## config.mk

```make
export PLATFORM = sky130hd
export DESIGN_NAME = ssa_acq
export DESIGN_NICKNAME = d
export VERILOG_FILES = /design/src/ssa_acq.v
export VERILOG_INCLUDE_DIRS = /design/src
export SDC_FILE = /design/constraint.sdc
export NUM_CORES = 1
export LEC_CHECK = 0
export BUFFER_PORTS_ARGS = -buffer_cell sky130_fd_sc_hd__buf_2
export CAP_MARGIN = 40
export CORE_MARGIN = 2
export CORE_UTILIZATION = 60
export CTS_CLUSTER_SIZE = 30
export DETAILED_ROUTE_END_ITERATION = 12
export PLACE_DENSITY = 0.84
export SLEW_MARGIN = 10
export SYNTH_ARGS = -nofsm -noshare
export SYNTH_HDL_FRONTEND = slang
export SYNTH_SLANG_ARGS = --single-unit
```

## constraint.sdc

```tcl
create_clock -name clk_sys -period 10.8 [get_ports clk_sys]
set_input_delay 2.16 -clock clk_sys [delete_from_list [all_inputs] [get_ports clk_sys]]
set_output_delay 2.16 -clock clk_sys [all_outputs]
set_load 0.01 [all_outputs]
```

## src/ssa_acq_regs.vh

```
// Register map and constants of the acquisition controller
// Assumes a single 20 MHz system clock and a plain register port
`ifndef SSA_ACQ_REGS_VH
`define SSA_ACQ_REGS_VH
`define SSA_NCH 4
`define SSA_DW 16
`define SSA_AW 8
`define SSA_FIFO_DEPTH 16
`define SSA_PTR_W 4
`define SSA_LVL_W 5
`define SSA_BLOCK 5'h08
// Offsets
`define SSA_CTRL 8'h00
`define SSA_MODE 8'h04
`define SSA_DIV 8'h08
`define SSA_COUNT 8'h0C
`define SSA_CHCFG 8'h10
`define SSA_STATUS 8'h14
`define SSA_IRQ_STAT 8'h18
`define SSA_IRQ_MASK 8'h1C
`define SSA_DATA0 8'h20
`define SSA_SCOUNT 8'h30
// Control bits (write pulses except calibrate)
`define SSA_C_START 0
`define SSA_C_STOP 1
`define SSA_C_CONV 2
`define SSA_C_CAL 3
// Mode bits
`define SSA_M_HW 0
`define SSA_M_FINITE 1
`define SSA_M_EXTCLK 2
`define SSA_M_BUF 3
`define SSA_M_STEN 4
`define SSA_M_REFEN 5
`define SSA_M_STANA 6
`define SSA_M_REFANA 7
// Interrupt bits
`define SSA_I_OVF 0
`define SSA_I_DONE 1
`define SSA_I_BLOCK 2
// Selector codes
`define SSA_SEL_SIG 2'h0
`define SSA_SEL_CAL 2'h1
`define SSA_SEL_GND 2'h2
// Reset values
`define SSA_MODE_RST 8'h00
`define SSA_DIV_RST 16'h0014
`define SSA_COUNT_RST 16'h0001
`define SSA_CHCFG_RST 16'h0000
`endif

```

## src/ssa_acq.v

```verilog
// Simultaneous-sampling acquisition controller: per-channel selector,
// gain, converter pacing, per-channel FIFOs, DMA and register readout.
// Assumes all inputs synchronous to clk_sys; converters answer with one
// done pulse carrying all channel results at once.
//
// Local design decisions: the address-and-strobe port and the placing of the registers.
`include "ssa_acq_regs.vh"
module ssa_acq
(
  // Clock and reset
  input wire clk_sys,
  input wire sys_rst,
  // Register port
  input wire [`SSA_AW-1:0] reg_addr,
  input wire [31:0] reg_wdata,
  input wire reg_wr,
  input wire reg_rd,
  output reg [31:0] reg_rdata,
  // Converters, all channels at once
  output reg conv_start,
  input wire conv_done,
  input wire [`SSA_NCH*`SSA_DW-1:0] conv_data,
  // Front end per channel
  output reg [2*`SSA_NCH-1:0] sel_code,
  output reg [2*`SSA_NCH-1:0] gain_code,
  // Timing and triggers
  input wire ext_sample_clk,
  input wire start_trig_dig,
  input wire start_trig_ana,
  input wire ref_trig_dig,
  input wire ref_trig_ana,
  // DMA
  output wire dma_req,
  input wire dma_ack,
  output reg [`SSA_NCH*`SSA_DW-1:0] dma_data,
  // Interrupt
  output wire irq
);

  localparam ST_IDLE = 3'b001;
  localparam ST_ARM = 3'b010;
  localparam ST_RUN = 3'b100;

  function [1:0] ssa_gain;
    input [1:0] range;
    begin
      // Smallest range gets the largest gain
      ssa_gain = 2'h3 - range;
    end
  endfunction

  function ssa_wr_hit;
    input [`SSA_AW-1:0] a;
    input [`SSA_AW-1:0] off;
    begin
      ssa_wr_hit = reg_wr && (a == off);
    end
  endfunction

  reg [2:0] state_reg;
  reg [7:0] mode_reg;
  reg [15:0] div_reg;
  reg [15:0] count_reg;
  reg [15:0] chcfg_reg;
  reg cal_reg;
  reg [2:0] irq_stat_reg;
  reg [2:0] irq_mask_reg;
  reg [15:0] div_cnt_reg;
  reg ext_clk_d_reg;
  reg conv_busy_reg;
  reg [3:0] conv_pend_reg;
  reg ref_seen_reg;
  reg [15:0] samp_cnt_reg;
  reg [`SSA_PTR_W-1:0] wr_ptr_reg;
  reg [`SSA_PTR_W-1:0] rd_ptr_reg;
  reg [`SSA_LVL_W-1:0] level_reg;
  reg block_d_reg;
  reg [`SSA_DW-1:0] fifo_mem [0:`SSA_NCH*`SSA_FIFO_DEPTH-1];

  wire hw_mode = mode_reg[`SSA_M_HW];
  wire finite = mode_reg[`SSA_M_FINITE];
  wire buffered = mode_reg[`SSA_M_BUF];
  wire wr_ctrl = ssa_wr_hit(reg_addr, `SSA_CTRL);
  wire cmd_start = wr_ctrl && reg_wdata[`SSA_C_START];
  wire cmd_stop = wr_ctrl && reg_wdata[`SSA_C_STOP];
  wire cmd_conv = wr_ctrl && reg_wdata[`SSA_C_CONV];
  wire start_trig = mode_reg[`SSA_M_STANA] ? start_trig_ana : start_trig_dig;
  wire ref_trig = mode_reg[`SSA_M_REFANA] ? ref_trig_ana : ref_trig_dig;
  wire ref_use = mode_reg[`SSA_M_REFEN] && finite && hw_mode;
  wire full = (level_reg == `SSA_FIFO_DEPTH);
  wire empty = (level_reg == 5'h00);
  // Last channel data register pops one sample set
  wire pio_pop = reg_rd && (reg_addr == (`SSA_DATA0 + 8'h0C)) && !empty;
  wire dma_pop = dma_ack && !empty;
  wire pop = pio_pop || dma_pop;
  wire push = conv_done && (state_reg == ST_RUN);
  wire block_rdy = (level_reg >= `SSA_BLOCK);
  wire int_tick = (div_cnt_reg == 16'h0000);
  wire ext_tick = ext_sample_clk && !ext_clk_d_reg;
  wire pace = mode_reg[`SSA_M_EXTCLK] ? ext_tick : int_tick;
  wire count_hit = finite && (!ref_use || ref_seen_reg) && push &&
                   (samp_cnt_reg + 16'h0001 >= count_reg);
  wire ovf_evt = push && full;
  wire done_evt = count_hit;
  wire block_evt = block_rdy && !block_d_reg;
  // Software launch when the converter is free and a command waits
  wire sw_launch = (state_reg == ST_RUN) && !conv_busy_reg && !conv_start && !hw_mode &&
                   (conv_pend_reg != 4'h0 || cmd_conv);

  // Block request while a block is waiting
  assign dma_req = hw_mode && buffered && block_rdy;
  assign irq = |(irq_stat_reg & irq_mask_reg);

  integer i;

  // Front end: selector and gain per channel
  always @*
  begin
    for (i = 0; i < `SSA_NCH; i = i + 1)
    begin
      if (cal_reg)
        sel_code[2*i +: 2] = `SSA_SEL_CAL;
      else if (chcfg_reg[4*i])
        sel_code[2*i +: 2] = `SSA_SEL_GND;
      else
        sel_code[2*i +: 2] = `SSA_SEL_SIG;
      gain_code[2*i +: 2] = ssa_gain(chcfg_reg[4*i+1 +: 2]);
    end
  end

  // Configuration registers
  always @(posedge clk_sys)
  begin
    if (sys_rst)
    begin
      mode_reg <= `SSA_MODE_RST;
      div_reg <= `SSA_DIV_RST;
      count_reg <= `SSA_COUNT_RST;
      chcfg_reg <= `SSA_CHCFG_RST;
      cal_reg <= 1'b0;
      irq_mask_reg <= 3'h0;
    end
    else
    begin
      if (wr_ctrl)
        cal_reg <= reg_wdata[`SSA_C_CAL];
      // Mode is frozen while acquiring to avoid half-switched timing
      if (ssa_wr_hit(reg_addr, `SSA_MODE) && state_reg == ST_IDLE)
        mode_reg <= reg_wdata[7:0];
      if (ssa_wr_hit(reg_addr, `SSA_DIV))
        div_reg <= reg_wdata[15:0];
      if (ssa_wr_hit(reg_addr, `SSA_COUNT))
        count_reg <= reg_wdata[15:0];
      if (ssa_wr_hit(reg_addr, `SSA_CHCFG))
        chcfg_reg <= reg_wdata[15:0];
      if (ssa_wr_hit(reg_addr, `SSA_IRQ_MASK))
        irq_mask_reg <= reg_wdata[2:0];
    end
  end

  // Acquisition sequencer
  always @(posedge clk_sys)
  begin
    if (sys_rst)
    begin
      state_reg <= ST_IDLE;
      ref_seen_reg <= 1'b0;
      samp_cnt_reg <= 16'h0000;
    end
    else
    begin
      case (state_reg)
        ST_IDLE:
        begin
          if (cmd_start)
          begin
            ref_seen_reg <= 1'b0;
            samp_cnt_reg <= 16'h0000;
            if (hw_mode && mode_reg[`SSA_M_STEN])
              state_reg <= ST_ARM;
            else
              state_reg <= ST_RUN;
          end
        end
        ST_ARM:
        begin
          if (cmd_stop)
            state_reg <= ST_IDLE;
          else if (start_trig)
            state_reg <= ST_RUN;
        end
        ST_RUN:
        begin
          if (ref_use && ref_trig)
            ref_seen_reg <= 1'b1;
          if (push && finite && (!ref_use || ref_seen_reg))
            samp_cnt_reg <= samp_cnt_reg + 16'h0001;
          // Only a stop ends continuous runs
          if (cmd_stop)
            state_reg <= ST_IDLE;
          else if (count_hit)
            state_reg <= ST_IDLE;
        end
        default:
          state_reg <= ST_IDLE;
      endcase
    end
  end

  // Conversion launch
  always @(posedge clk_sys)
  begin
    if (sys_rst)
    begin
      div_cnt_reg <= 16'h0000;
      ext_clk_d_reg <= 1'b0;
      conv_start <= 1'b0;
      conv_busy_reg <= 1'b0;
      conv_pend_reg <= 1'b0;
    end
    else
    begin
      ext_clk_d_reg <= ext_sample_clk;
      if (int_tick || state_reg != ST_RUN)
        div_cnt_reg <= div_reg;
      else
        div_cnt_reg <= div_cnt_reg - 16'h0001;
      conv_start <= 1'b0;
      if (conv_done)
        conv_busy_reg <= 1'b0;
      if (state_reg != ST_RUN)
        conv_pend_reg <= 4'h0;
      // Commands are counted up to 15 pending, none merged, until the converter is free
      else if (!hw_mode && cmd_conv && !sw_launch && conv_pend_reg != 4'hF)
        conv_pend_reg <= conv_pend_reg + 4'h1;
      else if (!cmd_conv && sw_launch)
        conv_pend_reg <= conv_pend_reg - 4'h1;
      if (state_reg == ST_RUN && !conv_busy_reg && !conv_start)
      begin
        if (hw_mode && pace)
        begin
          conv_start <= 1'b1;
          conv_busy_reg <= 1'b1;
        end
        else if (sw_launch)
        begin
          conv_start <= 1'b1;
          conv_busy_reg <= 1'b1;
        end
      end
    end
  end

  // Per-channel FIFOs sharing one pointer pair keep channels aligned
  always @(posedge clk_sys)
  begin
    if (push)
    begin
      for (i = 0; i < `SSA_NCH; i = i + 1)
        fifo_mem[i*`SSA_FIFO_DEPTH + wr_ptr_reg] <= conv_data[i*`SSA_DW +: `SSA_DW];
    end
  end

  always @(posedge clk_sys)
  begin
    if (sys_rst)
    begin
      wr_ptr_reg <= 4'h0;
      rd_ptr_reg <= 4'h0;
      level_reg <= 5'h00;
      dma_data <= 64'h0000000000000000;
    end
    else
    begin
      if (push)
        wr_ptr_reg <= wr_ptr_reg + 4'h1;
      if (push && full)
        rd_ptr_reg <= rd_ptr_reg + 4'h1;
      else if (pop)
        rd_ptr_reg <= rd_ptr_reg + 4'h1;
      if (push && !full && !pop)
        level_reg <= level_reg + 5'h01;
      else if (pop && !push)
        level_reg <= level_reg - 5'h01;
      if (dma_pop)
      begin
        for (i = 0; i < `SSA_NCH; i = i + 1)
          dma_data[i*`SSA_DW +: `SSA_DW] <= fifo_mem[i*`SSA_FIFO_DEPTH + rd_ptr_reg];
      end
    end
  end

  // Sticky events: set wins over write-one-to-clear
  always @(posedge clk_sys)
  begin
    if (sys_rst)
    begin
      irq_stat_reg <= 3'h0;
      block_d_reg <= 1'b0;
    end
    else
    begin
      block_d_reg <= block_rdy;
      if (ssa_wr_hit(reg_addr, `SSA_IRQ_STAT))
        irq_stat_reg <= irq_stat_reg & ~reg_wdata[2:0];
      if (cmd_start && state_reg == ST_IDLE)
        irq_stat_reg[`SSA_I_OVF] <= 1'b0;
      if (ovf_evt)
        irq_stat_reg[`SSA_I_OVF] <= 1'b1;
      if (done_evt)
        irq_stat_reg[`SSA_I_DONE] <= 1'b1;
      if (block_evt)
        irq_stat_reg[`SSA_I_BLOCK] <= 1'b1;
    end
  end

  // Register read, data in the cycle after the strobe
  always @(posedge clk_sys)
  begin
    if (sys_rst)
      reg_rdata <= 32'h00000000;
    else if (reg_rd)
    begin
      case (reg_addr)
        `SSA_CTRL: reg_rdata <= {28'h0000000, cal_reg, 3'h0};
        `SSA_MODE: reg_rdata <= {24'h000000, mode_reg};
        `SSA_DIV: reg_rdata <= {16'h0000, div_reg};
        `SSA_COUNT: reg_rdata <= {16'h0000, count_reg};
        `SSA_CHCFG: reg_rdata <= {16'h0000, chcfg_reg};
        `SSA_STATUS: reg_rdata <= {21'h000000, level_reg, ref_seen_reg,
                                   conv_busy_reg, full, state_reg};
        `SSA_IRQ_STAT: reg_rdata <= {29'h00000000, irq_stat_reg};
        `SSA_IRQ_MASK: reg_rdata <= {29'h00000000, irq_mask_reg};
        `SSA_SCOUNT: reg_rdata <= {16'h0000, samp_cnt_reg};
        // Direct single-sample read of the FIFO head
        `SSA_DATA0, `SSA_DATA0 + 8'h04, `SSA_DATA0 + 8'h08, `SSA_DATA0 + 8'h0C:
          reg_rdata <= empty ? 32'h00000000 :
            {16'h0000, fifo_mem[reg_addr[3:2]*`SSA_FIFO_DEPTH + rd_ptr_reg]};
        default: reg_rdata <= 32'h00000000;
      endcase
    end
    else
      reg_rdata <= 32'h00000000;
  end

endmodule // ssa_acq

```

==> impl_metrics.json <==
{
  "status": "finished, final reports clean",
  "grt_use_met1_pct": 41.3,
  "drv_slew": 0,
  "endpoint_kind": "register",
  "grt_usage_pct": 31.5,
  "grt_pass1_vias": 29900,
  "final_util_pct": 68.4,
  "hold_viol": 0,
  "hp-class": "register to register",
  "leakagePower_nw": 18.2,
  "grt_antenna_before_repair": 23,
  "clk-insertion-delay-late_ns": 0.69,
  "fin_nets": 3496,
  "post-cts-setup-buffer-count": 0,
  "top_usage_layer": "met2",
  "syn_avg_cell_area_um2": 15.6,
  "grt_max_degree": 132,
  "clk_pin_slew_worst_paths_ns": 0.06,
  "initial_utilization_pct": 60.3,
  "cts-buffers-inserted": 115,
  "core_area_um2": 81700,
  "cts.path.max_buffers": 3,
  "regMostFlops": "fifo_mem",
  "max_cap_violations": 0,
  "viasPerCell": 6.81,
  "ios": 230,
  "die_y_um": 290,
  "cp.arrival_ns": 5.28,
  "finalSetupViolCount": 0,
  "vias": 30900,
  "critPathMaxFanout": 34,
  "wl_mm": 136,
  "peakVddDrop_mv": 0.175,
  "hold_buffers": 0,
  "grt_overflow_total": 0,
  "rows": 105,
  "synth_common_cells": "edfxtp_1 (1024), mux2i_1 (294), nand2_1 (219)",
  "largest_reg_flops": 1024,
  "post_cts_resized": 0,
  "synth.largest_area_cell": "edfxtp_1",
  "drc": 0,
  "tns_ns": 0,
  "post-route-period-util_pct": 44.0,
  "synth.most_common_cell": "edfxtp_1",
  "ys.warnings.count": 0,
  "ys_ff_latch": 1224,
  "cp.required_ns": 11.33,
  "cts_tree": "yes",
  "reg2reg_slack_ns": 6.32,
  "max_freq_ghz": 0.210,
  "crit_type": "primary input to register",
  "yosysSeqAreaShare_pct": 70.6,
  "clkSinkCount": 1224,
  "tightest_slew_ns": 1.11,
  "period_needed_ns": 4.75,
  "drt_iter0_drc": 4724,
  "routedWlPerCell_um": 29.9,
  "r2r_cells": 9,
  "dpl.hpwl_mm": 77.1,
  "power_density_nw_per_um2": 206,
  "synthArstFlopShare_pct": 0,
  "root_buffer": "clkbuf_16",
  "top_regs": "fifo_mem x1024, dma_data x64",
  "critPathLaunchType": "primary input",
  "portBuffers": 197,
  "place_congestion": 0.932,
  "synth.area.top_cells": "edfxtp_1 (62%), dfxtp_1 (8.1%), mux4_2 (6.0%)",
  "drive_gt1_share_pct": 19.9,
  "fp.dieArea_um2": 84400,
  "syn2layout_area_growth_pct": 13.6,
  "ant_nets": 0,
  "syn_inst": 3147,
  "hold_depth": 2,
  "dr.pass1.iters": 9,
  "rsz0062_at_grt": "false",
  "max-slew-margin-rel_pct": 26.1,
  "globalRouteMet2Util_pct": 49.5,
  "grt_first_pass_wirelength_mm": 196,
  "holdWs_ns": 0.462,
  "synth-edff-count": 1024,
  "htree_levels": 3,
  "netlist_area_um2": 49200,
  "die_w_um": 290,
  "fin_worst_skew_ns": 0.0384,
  "ys_types": 72,
  "synth_top_area_share_pct": 62.5,
  "yosys_most_used_dff": "edfxtp_1",
  "met3_usage_pct": 8.60
}
power by group:
group / internal, mW / switching (mW) / total (mW)
registers: 5.21 / 0.102 / 5.31
logic: 0.634 / 1.28 / 1.92
clock network: 2.52 / 1.79 / 4.30
final cells by class:
type                            count  area (um^2)
Fill cell                        4983        25800
Multi-Input combinational cell   1687        13600
Timing Repair Buffer              288         1970
Antenna cell                       12         30.0
Clock inverter                     65          751
Tap cell                         1070         1340
Inverter                           35          131
Clock buffer                      154         3340
Sequential cell                  1224        34800
worst max-delay path, stage by stage:
cell and delay, ns:
buf_2 0.10, buf_4 0.26, nor2_1 0.18, buf_4 0.24, nand3_1 0.42, nor2_1 0.74
buf_4 0.37, nand2_1 0.47, nand2_1 0.20, a21oi_1 0.09
routing by layer:
metal,up-vias,part of all wire (%)
li1,12700,-
met1,15200,34
met2,2523,47
met3,449,14
met4,20,4.7
met5,-,0.097
cells in the final DEF, fill, tap and decap left out, types with 14 or more instances in the layout:
master and n:
buf_4 63, inv_1 34, o21ai_0 61, clkinv_2 26, nor2_1 168, clkbuf_1 16, dfxtp_1 197, xor2_1 14
o22ai_1 25, xnor2_1 24, and3_1 23, clkbuf_16 124, a22oi_1 105, ha_1 28, a21oi_1 112, mux4_2 132
a22o_1 18, edfxtp_1 1024, mux2i_1 294, nand4_1 34, nand2_1 219, nor3_1 24, a211oi_1 59, o211ai_1 18
buf_2 202, mux2_2 30, bufinv_16 14, nand3_1 79, conb_1 16
kinds of logic after synthesis:
| group | count (synthesis) | share of synthesized area, % |
|---|---|---|
| xor gates and xnor gates | 38 | 0.676 |
| buffers and inverters | 251 | 2.22 |
| other | 1 | 0.00762 |
| DFF | 1224 | 70.6 |
| muxes | 457 | 12.7 |
| and+or+nand+nor | 649 | 6.09 |
| adders and majority gates | 30 | 0.793 |
| AOI/OAI and AO/OA | 497 | 6.90 |
worst paths after layout:
check,to,start
setup / recovery,chcfg_reg[7],reg_addr[2]
hold / removal,dma_data[9],dma_data[9]
setup reg to reg,reg_rdata[3],rd_ptr_reg[2]
hold reg to reg,dma_data[9],dma_data[9]
through the flow:
stage	cell area [um^2]	setup slack, ns	cells	power (mW)
2_1_floorplan	49300	1.01	3162	6.45
3_3_place_gp	51300	5.44	4276	7.16
3_5_place_dp	51800	5.48	4302	7.23
4_1_cts	55900	6.19	4521	11.5
5_1_grt	55900	5.95	4532	11.8
6_report	55900	6.05	4535	11.5
Power figures use the tool's default switching activity.
